==> src/logic/ezl_pkg.sv <==
// shared constants for the eeprom configuration zone loader
package ezl_pkg;
    localparam logic [11:0] HDR_SIGNATURE   = 12'h5a3; // arbitrary
    localparam int          HDR_ZONE1_BIT   = 2;
    localparam int          HDR_ZONE2_BIT   = 1;
    localparam int          HDR_ZONE3_BIT   = 0;
    localparam int          WORD_MORE_BIT   = 15;
    localparam int          FUNC_COUNT      = 2;
    localparam logic [6:0]  LC_CONTROL      = 7'h00;
    localparam logic [6:0]  LC_MPIN_CFG0    = 7'h04;
    localparam logic [6:0]  LC_MPIN_CFG2    = 7'h06;
    localparam logic [6:0]  LC_TIMING_LO    = 7'h08;
    localparam logic [6:0]  LC_TIMING_HI    = 7'h0d;
    localparam logic [6:0]  LC_TIMING_BLK   = 7'h0e;
    localparam logic [6:0]  LC_TIMING_TOP   = 7'h0f;
    localparam logic [6:0]  LC_IRQ_MASK_LO  = 7'h1e;
    localparam logic [6:0]  LC_IRQ_MASK_HI  = 7'h1f;
    localparam logic [7:0]  LC_CONTROL_MASK = 8'hfc;
    localparam logic [7:0]  LC_BLK_MASK     = 8'hf0;
    localparam logic [7:0]  LC_TOP_MASK     = 8'hdf;
    localparam logic [6:0]  ID_VENDOR_LO    = 7'h00;
    localparam logic [6:0]  ID_SUBVEND_HI   = 7'h03;
    localparam logic [2:0]  FN_UART         = 3'h0;
    localparam logic [2:0]  FN_LOCAL        = 3'h1;
    localparam logic [6:0]  PC_DEVICE_LO    = 7'h02;
    localparam logic [6:0]  PC_DEVICE_HI    = 7'h03;
    localparam logic [6:0]  PC_STATUS       = 7'h06;
    localparam logic [6:0]  PC_CLASS_LO     = 7'h09;
    localparam logic [6:0]  PC_CLASS_HI     = 7'h0b;
    localparam logic [6:0]  PC_SUBSYS_LO    = 7'h2e;
    localparam logic [6:0]  PC_SUBSYS_HI    = 7'h2f;
    localparam logic [6:0]  PC_INT_PIN      = 7'h3d;
    localparam logic [6:0]  PC_PM_LO        = 7'h42;
    localparam logic [6:0]  PC_PM_HI        = 7'h43;
    localparam logic [7:0]  PC_STATUS_MASK  = 8'h10;
    localparam logic [7:0]  LC_CONTROL_RST  = 8'h00;
    localparam logic [23:0] MPIN_CFG_RST    = 24'h000000;
    localparam logic [31:0] TIMING_RST      = 32'h00000000;
    localparam logic [15:0] IRQ_MASK_RST    = 16'h0000;
    localparam logic [15:0] VENDOR_ID_RST   = 16'h0abc; // arbitrary
    localparam logic [15:0] SUBVEND_ID_RST  = 16'h0000; // arbitrary
    localparam logic [15:0] DEVICE_ID_RST   = 16'h0001; // arbitrary
    localparam logic [23:0] CLASS_RST       = 24'h000000;
    localparam logic [15:0] SUBSYS_RST      = 16'h0000;
    localparam logic [7:0]  INT_PIN_RST     = 8'h01;
    localparam logic [15:0] PM_CAP_RST      = 16'h0000;
    localparam logic [7:0]  STATUS_RST      = 8'h10;
endpackage : ezl_pkg

==> src/logic/ezl_word_fetch.sv <==
// sequential word address generator and request handshake
`timescale 1ns/1ps
module ezl_word_fetch #(
    parameter int ADDR_W = 8
) (
    // clock and reset
    input  wire logic              clk,
    input  wire logic              rst,
    // control
    input  wire logic              start,
    input  wire logic              advance,
    // word reader
    output logic                   req,
    output logic [ADDR_W-1:0]      addr,
    input  wire logic              done
);
    initial begin
        if (ADDR_W < 6 || ADDR_W > 16)
            $error("ADDR_W out of range");
    end

    always_ff @(posedge clk) begin
        if (rst) begin
            req  <= 1'b0;
            addr <= '0;
        end else if (start) begin
            req  <= 1'b1;
            addr <= '0;
        end else if (advance) begin
            // advance outranks done: next word asked on the answer edge
            req  <= 1'b1;
            addr <= addr + ADDR_W'(1);
        end else if (done) begin
            req <= 1'b0;
        end
    end
endmodule : ezl_word_fetch

==> src/logic/ezl_loader.sv <==
// zone parser applying eeprom words to local and pci configuration
`timescale 1ns/1ps
// Function
// - zone1 words follow header only when header bit 2 set
// - zone1 word bit 15 low ends zone1, high means more follow
// - zone1 word is 7-bit byte offset 14:8 plus value 7:0
// - byte 0x00 loads local control fields, bits 1:0 forced zero
// - bytes 0x04-0x06 pin config, 0x08-0x0d timing bytes
// - bytes 0x0e and 0x0f load block size, decode, clock, type
// - bytes 0x1e and 0x1f load interrupt mask bits
// - zone2 word bit 15 low ends zone2, high means more
// - zone2 codes 0..3 select vendor and subsystem vendor bytes
// - zone3 holds up to two function groups
// - zone3 header bit 15 low ends zone3, bits 2:0 pick function
// - zone3 data word writes byte at offset of chosen function 0 or 1
// - zone3 programs device id, status bit 4, power caps
// - zone3 programs class code bytes 0x09 to 0x0b
// - zone3 programs subsystem id and interrupt pin bytes
// - header 15:4 must match signature, then valid flag set
// - header bits 2..0 flag zones, present zones are contiguous
// - load starts after bus reset, ends on absence, bad signature or data end
// - eeprom read as 16-bit words, one request per word
module ezl_loader #(
    parameter int ADDR_W = 8
) (
    // clock and reset
    input  wire logic              MCLK,
    input  wire logic              RST,
    // word reader
    output logic                   WORD_REQ,
    output logic [ADDR_W-1:0]      WORD_ADDR,
    input  wire logic              WORD_DONE,
    input  wire logic              WORD_ABSENT,
    input  wire logic [15:0]       WORD_DATA,
    // local configuration
    output logic [7:0]             LOCAL_CONTROL,
    output logic [23:0]            MULTIPURPOSE_PIN_CONFIG,
    output logic [31:0]            LOCAL_BUS_TIMING_FIRST,
    output logic [31:0]            LOCAL_BUS_TIMING_SECOND,
    output logic [15:0]            GLOBAL_INTERRUPT_SUMMARY_MASK,
    // identification
    output logic [15:0]            VENDOR_ID,
    output logic [15:0]            SUBSYS_VENDOR_ID,
    // per-function pci configuration, function n in slice n
    output logic [31:0]            DEVICE_ID,
    output logic [15:0]            STATUS_BYTE,
    output logic [47:0]            CLASS_CODE,
    output logic [31:0]            SUBSYS_ID,
    output logic [15:0]            INT_PIN,
    output logic [31:0]            PM_CAP,
    // status
    output logic                   PROGRAM_VALID,
    output logic                   LOAD_DONE
);
    typedef enum logic [2:0] {
        S_START, S_HEADER, S_ZONE1, S_ZONE2, S_FHDR, S_FDATA, S_DONE
    } ezl_state_type;

    ezl_state_type state_reg;
    ezl_state_type state_next;
    logic [2:0]    zones_reg;
    logic [2:0]    func_reg;
    logic [1:0]    groups_reg;
    logic          sync_q;
    logic          start;
    logic          advance;
    logic          more;
    logic [6:0]    offs;
    logic [7:0]    val;
    logic          func_ok;
    logic          fidx;

    assign more    = WORD_DATA[ezl_pkg::WORD_MORE_BIT];
    assign offs    = WORD_DATA[14:8];
    assign val     = WORD_DATA[7:0];
    assign func_ok = (func_reg == ezl_pkg::FN_UART)
                  || (func_reg == ezl_pkg::FN_LOCAL);
    assign fidx    = func_reg[0];

    // next zone after the current one, given remaining presence bits
    function automatic ezl_state_type next_zone(input logic [2:0] z);
        if (z[ezl_pkg::HDR_ZONE1_BIT])
            next_zone = S_ZONE1;
        else if (z[ezl_pkg::HDR_ZONE2_BIT])
            next_zone = S_ZONE2;
        else if (z[ezl_pkg::HDR_ZONE3_BIT])
            next_zone = S_FHDR;
        else
            next_zone = S_DONE;
    endfunction : next_zone

    // start one cycle after reset release
    always_ff @(posedge MCLK) begin
        if (RST)
            sync_q <= 1'b0;
        else
            sync_q <= 1'b1;
    end
    assign start = (state_reg == S_START) && sync_q;

    ezl_word_fetch #(.ADDR_W(ADDR_W)) u_fetch (
        .clk     (MCLK),
        .rst     (RST),
        .start   (start),
        .advance (advance),
        .req     (WORD_REQ),
        .addr    (WORD_ADDR),
        .done    (WORD_DONE)
    );

    // fetch next word only when the parser still wants data
    assign advance = WORD_DONE && !WORD_ABSENT
                   && (state_next != S_DONE);

    always_comb begin
        state_next = state_reg;
        case (state_reg)
            S_START: begin
                if (start)
                    state_next = S_HEADER;
            end
            S_HEADER: begin
                if (WORD_DONE) begin
                    if (WORD_ABSENT
                        || WORD_DATA[15:4] != ezl_pkg::HDR_SIGNATURE)
                        state_next = S_DONE;
                    else
                        state_next = next_zone(WORD_DATA[2:0]);
                end
            end
            S_ZONE1: begin
                if (WORD_DONE && !more)
                    state_next = next_zone(zones_reg & 3'b011);
            end
            S_ZONE2: begin
                if (WORD_DONE && !more)
                    state_next = next_zone(zones_reg & 3'b001);
            end
            S_FHDR: begin
                if (WORD_DONE)
                    state_next = more ? S_FDATA : S_DONE;
            end
            S_FDATA: begin
                if (WORD_DONE && !more)
                    state_next = (groups_reg == 2'(ezl_pkg::FUNC_COUNT))
                               ? S_DONE : S_FHDR;
            end
            default: state_next = S_DONE;
        endcase
        if (state_reg != S_START && state_reg != S_DONE
            && WORD_DONE && WORD_ABSENT)
            state_next = S_DONE;
    end

    always_ff @(posedge MCLK) begin
        if (RST)
            state_reg <= S_START;
        else
            state_reg <= state_next;
    end

    // header capture and zone3 group tracking
    always_ff @(posedge MCLK) begin
        if (RST) begin
            zones_reg     <= 3'h0;
            func_reg      <= 3'h0;
            groups_reg    <= 2'h0;
            PROGRAM_VALID <= 1'b0;
            LOAD_DONE     <= 1'b0;
        end else begin
            LOAD_DONE <= (state_next == S_DONE);
            if (state_reg == S_HEADER && WORD_DONE && !WORD_ABSENT
                && WORD_DATA[15:4] == ezl_pkg::HDR_SIGNATURE) begin
                zones_reg     <= WORD_DATA[2:0];
                PROGRAM_VALID <= 1'b1;
            end
            if (state_reg == S_FHDR && WORD_DONE && more) begin
                func_reg   <= WORD_DATA[2:0];
                groups_reg <= groups_reg + 2'h1;
            end
        end
    end

    // zone1: local configuration bytes; other offsets ignored
    always_ff @(posedge MCLK) begin
        if (RST) begin
            LOCAL_CONTROL                 <= ezl_pkg::LC_CONTROL_RST;
            MULTIPURPOSE_PIN_CONFIG       <= ezl_pkg::MPIN_CFG_RST;
            LOCAL_BUS_TIMING_FIRST        <= ezl_pkg::TIMING_RST;
            LOCAL_BUS_TIMING_SECOND       <= ezl_pkg::TIMING_RST;
            GLOBAL_INTERRUPT_SUMMARY_MASK <= ezl_pkg::IRQ_MASK_RST;
        end else if (state_reg == S_ZONE1 && WORD_DONE
                     && !WORD_ABSENT) begin
            if (offs == ezl_pkg::LC_CONTROL) begin
                LOCAL_CONTROL <= val & ezl_pkg::LC_CONTROL_MASK;
            end else if (offs >= ezl_pkg::LC_MPIN_CFG0
                         && offs <= ezl_pkg::LC_MPIN_CFG2) begin
                MULTIPURPOSE_PIN_CONFIG[offs[1:0]*8 +: 8] <= val;
            end else if (offs >= ezl_pkg::LC_TIMING_LO
                         && offs <= ezl_pkg::LC_TIMING_HI) begin
                if (!offs[2])
                    LOCAL_BUS_TIMING_FIRST[offs[1:0]*8 +: 8] <= val;
                else
                    LOCAL_BUS_TIMING_SECOND[offs[0]*8 +: 8] <= val;
            end else if (offs == ezl_pkg::LC_TIMING_BLK) begin
                LOCAL_BUS_TIMING_SECOND[23:16] <=
                    val & ezl_pkg::LC_BLK_MASK;
            end else if (offs == ezl_pkg::LC_TIMING_TOP) begin
                LOCAL_BUS_TIMING_SECOND[31:24] <=
                    val & ezl_pkg::LC_TOP_MASK;
            end else if (offs == ezl_pkg::LC_IRQ_MASK_LO) begin
                GLOBAL_INTERRUPT_SUMMARY_MASK[7:0] <= val;
            end else if (offs == ezl_pkg::LC_IRQ_MASK_HI) begin
                GLOBAL_INTERRUPT_SUMMARY_MASK[15:8] <= val;
            end
        end
    end

    // zone2: identification bytes, reserved codes dropped
    always_ff @(posedge MCLK) begin
        if (RST) begin
            VENDOR_ID        <= ezl_pkg::VENDOR_ID_RST;
            SUBSYS_VENDOR_ID <= ezl_pkg::SUBVEND_ID_RST;
        end else if (state_reg == S_ZONE2 && WORD_DONE && !WORD_ABSENT
                     && offs <= ezl_pkg::ID_SUBVEND_HI) begin
            if (!offs[1])
                VENDOR_ID[offs[0]*8 +: 8] <= val;
            else
                SUBSYS_VENDOR_ID[offs[0]*8 +: 8] <= val;
        end
    end

    // zone3: per-function pci bytes; vendor bytes unreachable here
    always_ff @(posedge MCLK) begin
        if (RST) begin
            DEVICE_ID   <= {2{ezl_pkg::DEVICE_ID_RST}};
            STATUS_BYTE <= {2{ezl_pkg::STATUS_RST}};
            CLASS_CODE  <= {2{ezl_pkg::CLASS_RST}};
            SUBSYS_ID   <= {2{ezl_pkg::SUBSYS_RST}};
            INT_PIN     <= {2{ezl_pkg::INT_PIN_RST}};
            PM_CAP      <= {2{ezl_pkg::PM_CAP_RST}};
        end else if (state_reg == S_FDATA && WORD_DONE && !WORD_ABSENT
                     && func_ok) begin
            if (offs == ezl_pkg::PC_DEVICE_LO) begin
                DEVICE_ID[fidx*16 +: 8] <= val;
            end else if (offs == ezl_pkg::PC_DEVICE_HI) begin
                DEVICE_ID[fidx*16+8 +: 8] <= val;
            end else if (offs == ezl_pkg::PC_STATUS) begin
                STATUS_BYTE[fidx*8 +: 8] <=
                    val & ezl_pkg::PC_STATUS_MASK;
            end else if (offs >= ezl_pkg::PC_CLASS_LO
                         && offs <= ezl_pkg::PC_CLASS_HI) begin
                CLASS_CODE[fidx*24 + (offs - ezl_pkg::PC_CLASS_LO)*8 +: 8]
                    <= val;
            end else if (offs == ezl_pkg::PC_SUBSYS_LO) begin
                SUBSYS_ID[fidx*16 +: 8] <= val;
            end else if (offs == ezl_pkg::PC_SUBSYS_HI) begin
                SUBSYS_ID[fidx*16+8 +: 8] <= val;
            end else if (offs == ezl_pkg::PC_INT_PIN) begin
                INT_PIN[fidx*8 +: 8] <= val;
            end else if (offs == ezl_pkg::PC_PM_LO) begin
                PM_CAP[fidx*16 +: 8] <= val;
            end else if (offs == ezl_pkg::PC_PM_HI) begin
                PM_CAP[fidx*16+8 +: 8] <= val;
            end
        end
    end
endmodule : ezl_loader

==> config.mk <==
export PLATFORM = sky130hd
export DESIGN_NAME = ezl_loader
export DESIGN_NICKNAME = d
export VERILOG_FILES = /design/src/logic/ezl_pkg.sv /design/src/logic/ezl_word_fetch.sv /design/src/logic/ezl_loader.sv
export SDC_FILE = /design/constraint.sdc
export NUM_CORES = 1
export LEC_CHECK = 0
export BUFFER_PORTS_ARGS = -buffer_cell sky130_fd_sc_hd__buf_2
export CORE_AREA = 3 3 224 226
export CTS_BUF_LIST = sky130_fd_sc_hd__clkbuf_8 sky130_fd_sc_hd__clkbuf_16
export CTS_CLUSTER_DIAMETER = 40
export CTS_CLUSTER_SIZE = 10
export DETAILED_ROUTE_END_ITERATION = 10
export DIE_AREA = 0 0 227 229
export SETUP_SLACK_MARGIN = 0.2
export SLEW_MARGIN = 20
export SYNTH_ARGS = -nofsm -noshare
export SYNTH_HDL_FRONTEND = slang
export SYNTH_SLANG_ARGS = --single-unit
==> constraint.sdc <==
create_clock -name MCLK -period 10.4 [get_ports MCLK]
set_clock_uncertainty 0.1 [all_clocks]
set_input_delay 0.52 -clock MCLK [delete_from_list [all_inputs] [get_ports MCLK]]
set_output_delay 0.52 -clock MCLK [all_outputs]
set_load 0.02 [all_outputs]
==> impl_results.md <==
- Status: completed
- Place WS: 3.88 ns
- Die X: 227 µm
- Worst path arrival time: between 6 and 7 ns
- Global-route wire length before repair: approximately 74000 µm
- FP Rows: 81
- Leak: 7.41 nW
- WL/cell: just under 20 µm
- CP Class: primary input to flop
- Drt via density: 4.83
- HPWL after detailed placement: roughly 33000 µm
- Die area: slightly above 50000 µm²
- Via count: ~12k
- Core Region: 48500 µm²
- Most frequent cells in the layout: 328 x buf_2, 321 x dfxtp_1, 262 x nor2_1, 200 x nand2_1, 165 x mux2i_1
- WP data required: ~11 ns
- Reg-to-reg slack, setup: between 4 and 5 ns
- Gr ovfl total: 0
- Die Height: 229 µm
- Largest net degree at the start of global routing: 110
- WL final: roughly 49000 µm
- DRT Pass-1 Iters: 5
- Number of antenna violations at the first check in global routing: 1
- Worst R2R End: CLASS_CODE[36]$_SDFFE_PP0P_
- Worst-Margin Slew: about 1.2 ns
- Later-pin clock latency in the skew report: between 0.5 and 0.6 ns
- RSZ-0062 raised after global routing: false
- Fmax: between 150 and 200 MHz
- Hold buffer count at CTS: 0
- Initial DRC count: slightly above 700
- Final GP Congestion: ~0.83
- Worst min-delay path class: primary input to flop
- Postcts setup bufs: 0
- Largest Register: CLASS_CODE
- Hold wc startpoint: WORD_DONE
- Hold Path Depth: 4
- Vias in the first global route: around 12k
- Final Hold Fails: 0
- Final WS setup: roughly 4.3 ns
- Crit path largest cell delay: between 0.6 and 0.7 ns
- Synth Warn #: 0
- Total Routing Usage GR: between 10% and 20%
- Initial Utilization: 27.7%
- Post-DRT Antenna Nets: 0
- Clock root buffer: clkbuf_16
- Maximum fanout along the worst path: 23
- Layout cells sized above 1: between 20% and 30%
- Post-synth top flop: dfxtp_1
- H-tree depth: 2
- Crit-path cells: buf_2, clkinv_1, ha_1, xnor2_1, or4b_4, a211oi_1, o21ai_1, o22ai_1, nand2_1, ha_1, nor4b_1, nand4b_1, nor4b_1, nand3_1, or4b_4, nor3_4, mux2i_1
- Flops & latches, synth: roughly 320
- Worst setup EP type: flop
- Crit-path slowest cell: or4b_4
- Buf/Inv on CP: 2
- Final period util: about three fifths
- Top cell family by delay on the critical path: simple AND/OR/NAND/NOR gates
- Post-Synthesis Cells: between 1.5k and 2k
- DRC: 0
- Reg clk slew, reported paths: about 0.05 ns
- CTS resizes: 0
- Max-Cap Viols: 0
- CP Launch Type: primary input
- Register area share after synthesis: approximately 48%
- Buffers on Ports: between 300 and 400
- Worst VDD drop: roughly 0.00012 V
- Cell Pwr Density: ~180 nW/µm²
- Slew HR: between 20% and 30%
- CTS tree: done
- Layout Nets: about 1.9k
- Setup_tns: 0 ns
- FF+latch area: around 6400 µm²
- Async set-reset flop share out of synthesis: 0%
- Max-slew violations: 0
- I/O Pins: ~350
- CTS buffer count: 50
- Post-synth EDFFs: 0
- Max reg flops: between 40 and 50
- CTS Sinks: ~320
- Setup-failing EPs final: 0
- Clk buf depth: 3
- WHS Endpoint: u_fetch.req$_SDFFE_PP0P_
- Leading cell type in the layout, fill and taps excluded: buf_2
- # fillers: between 4k and 5k
- RR Startpoint: func_reg[0]$_SDFFE_PP0P_
- Mapped cell area: ~13000 µm²
- Worst Reg-to-Reg Cells: 16
- Area delta synth->final: 28.0%
- Area occupied by multi-input gates: roughly 6400 µm²
- Tmin final: approximately 6.1 ns
- Synth unique cells: 67
- Final core utilization: 35.4%
- Post-synthesis average cell area: 8.69 µm²
layer usage:
metal  track usage (%)  up-vias  part of all wire, %
met4              6.69        0                  3.1
met1              23.8     5731                   44
met3              4.81       92                  6.7
met5                 0        -                    0
met2              30.0      407                   46
li1                  -     5785                    -
synth_stat cells (4+ instances only):
master      n  area, µm²
clkinv_1    4       15.0
buf_1       7       26.3
nand2_1   200        751
a211oi_1    5       37.5
nor4b_1     6       52.6
nand3b_1    4       30.0
nand3_1    49        245
and4_1      4       35.0
nor4bb_1    5       50.1
nor3_1     14       70.1
ha_1       17        213
or4_1      10       75.1
nor2_1    263        987
xnor2_1     6       52.6
inv_1      19       71.3
nand4_1    36        225
clkbuf_1   97        364
xor2_1      9       78.8
nor2b_1     8       50.1
o21ai_0     7       35.0
or2_2       4       25.0
dfxtp_1   321       6430
and2_1      9       56.3
buf_2       7       35.0
nand2b_1   17        106
nor4_1      5       31.3
nor3_2      4       40.0
a21oi_1   144        721
nor3_4      4       65.1
o31a_1      5       43.8
and4b_1     4       40.0
buf_4      21        158
o31ai_1    10       75.1
mux2i_1   165       1650
and3_1      8       50.1
worst max-delay path by stage:
stage / end / startpoint / slack (ns) / depth (start not counted)
detailed placement: CLASS_CODE[36]$_SDFFE_PP0P_ / WORD_DATA[8] / 3.88 / 17
global route: CLASS_CODE[36]$_SDFFE_PP0P_ / WORD_DATA[8] / 3.91 / 17
global placement: CLASS_CODE[19]$_SDFFE_PP0P_ / WORD_DATA[8] / 4.29 / 17
floorplan: CLASS_CODE[16]$_SDFFE_PP0P_ / WORD_DATA[8] / 5.07 / 20
CTS: CLASS_CODE[36]$_SDFFE_PP0P_ / WORD_DATA[8] / 4.48 / 17
finish: CLASS_CODE[36]$_SDFFE_PP0P_ / WORD_DATA[8] / 4.35 / 17
where the power goes:
group          internal [W]  total, W  switching [W]
clock network       0.00103   0.00165       0.000620
registers           0.00124   0.00126      0.0000175
logic             0.0000576  0.000224       0.000166
metrics by stage:
| step | cell area (µm²) | instances | hold slack (ns) | power (W) |
|---|---|---|---|---|
| after floorplan | 13500 | 1565 | 0.347 | 0.00144 |
| after global placement | 15500 | 2399 | 0.336 | 0.00150 |
| after detailed placement | 15500 | 2399 | 0.343 | 0.00151 |
| after CTS | 17200 | 2486 | 0.228 | 0.00318 |
| after global routing | 17200 | 2487 | 0.352 | 0.00326 |
| final | 17200 | 2487 | 0.276 | 0.00314 |
tightest hold or removal path, delay by kind of cell:
family / cells / cell delay (ns)
and+or+nand+nor: 2 / 0.13
AOI/OAI and AO/OA: 1 / 0.09
buffers and inverters: 1 / 0.17
cell type report:
| class | instances | share of cell area [%] |
|---|---|---|
| diodes | 1 | 0.0146 |
| flip-flops and latches | 321 | 37.4 |
| multi-input cells | 1087 | 37.5 |
| clock inverters | 30 | 1.88 |
| clock buffers | 57 | 7.84 |
| inverters | 23 | 0.502 |
| repair buffers | 346 | 10.4 |
| well taps | 622 | 4.53 |
cells by family (layout without fill, tap and decap cells):
| family | after synthesis | count (layout) | share of synthesized area [%] |
|---|---|---|---|
| other cells | 1 | 22 | 0.0279 |
| buf+inv | 157 | 456 | 5.15 |
| fa+ha+maj | 18 | 18 | 1.73 |
| simple gates | 667 | 667 | 23.1 |
| mux | 165 | 165 | 12.3 |
| xor+xnor | 17 | 17 | 1.27 |
| compound gates | 199 | 199 | 8.59 |
| flops | 321 | 321 | 47.8 |
Power figures use the tool's default switching activity.
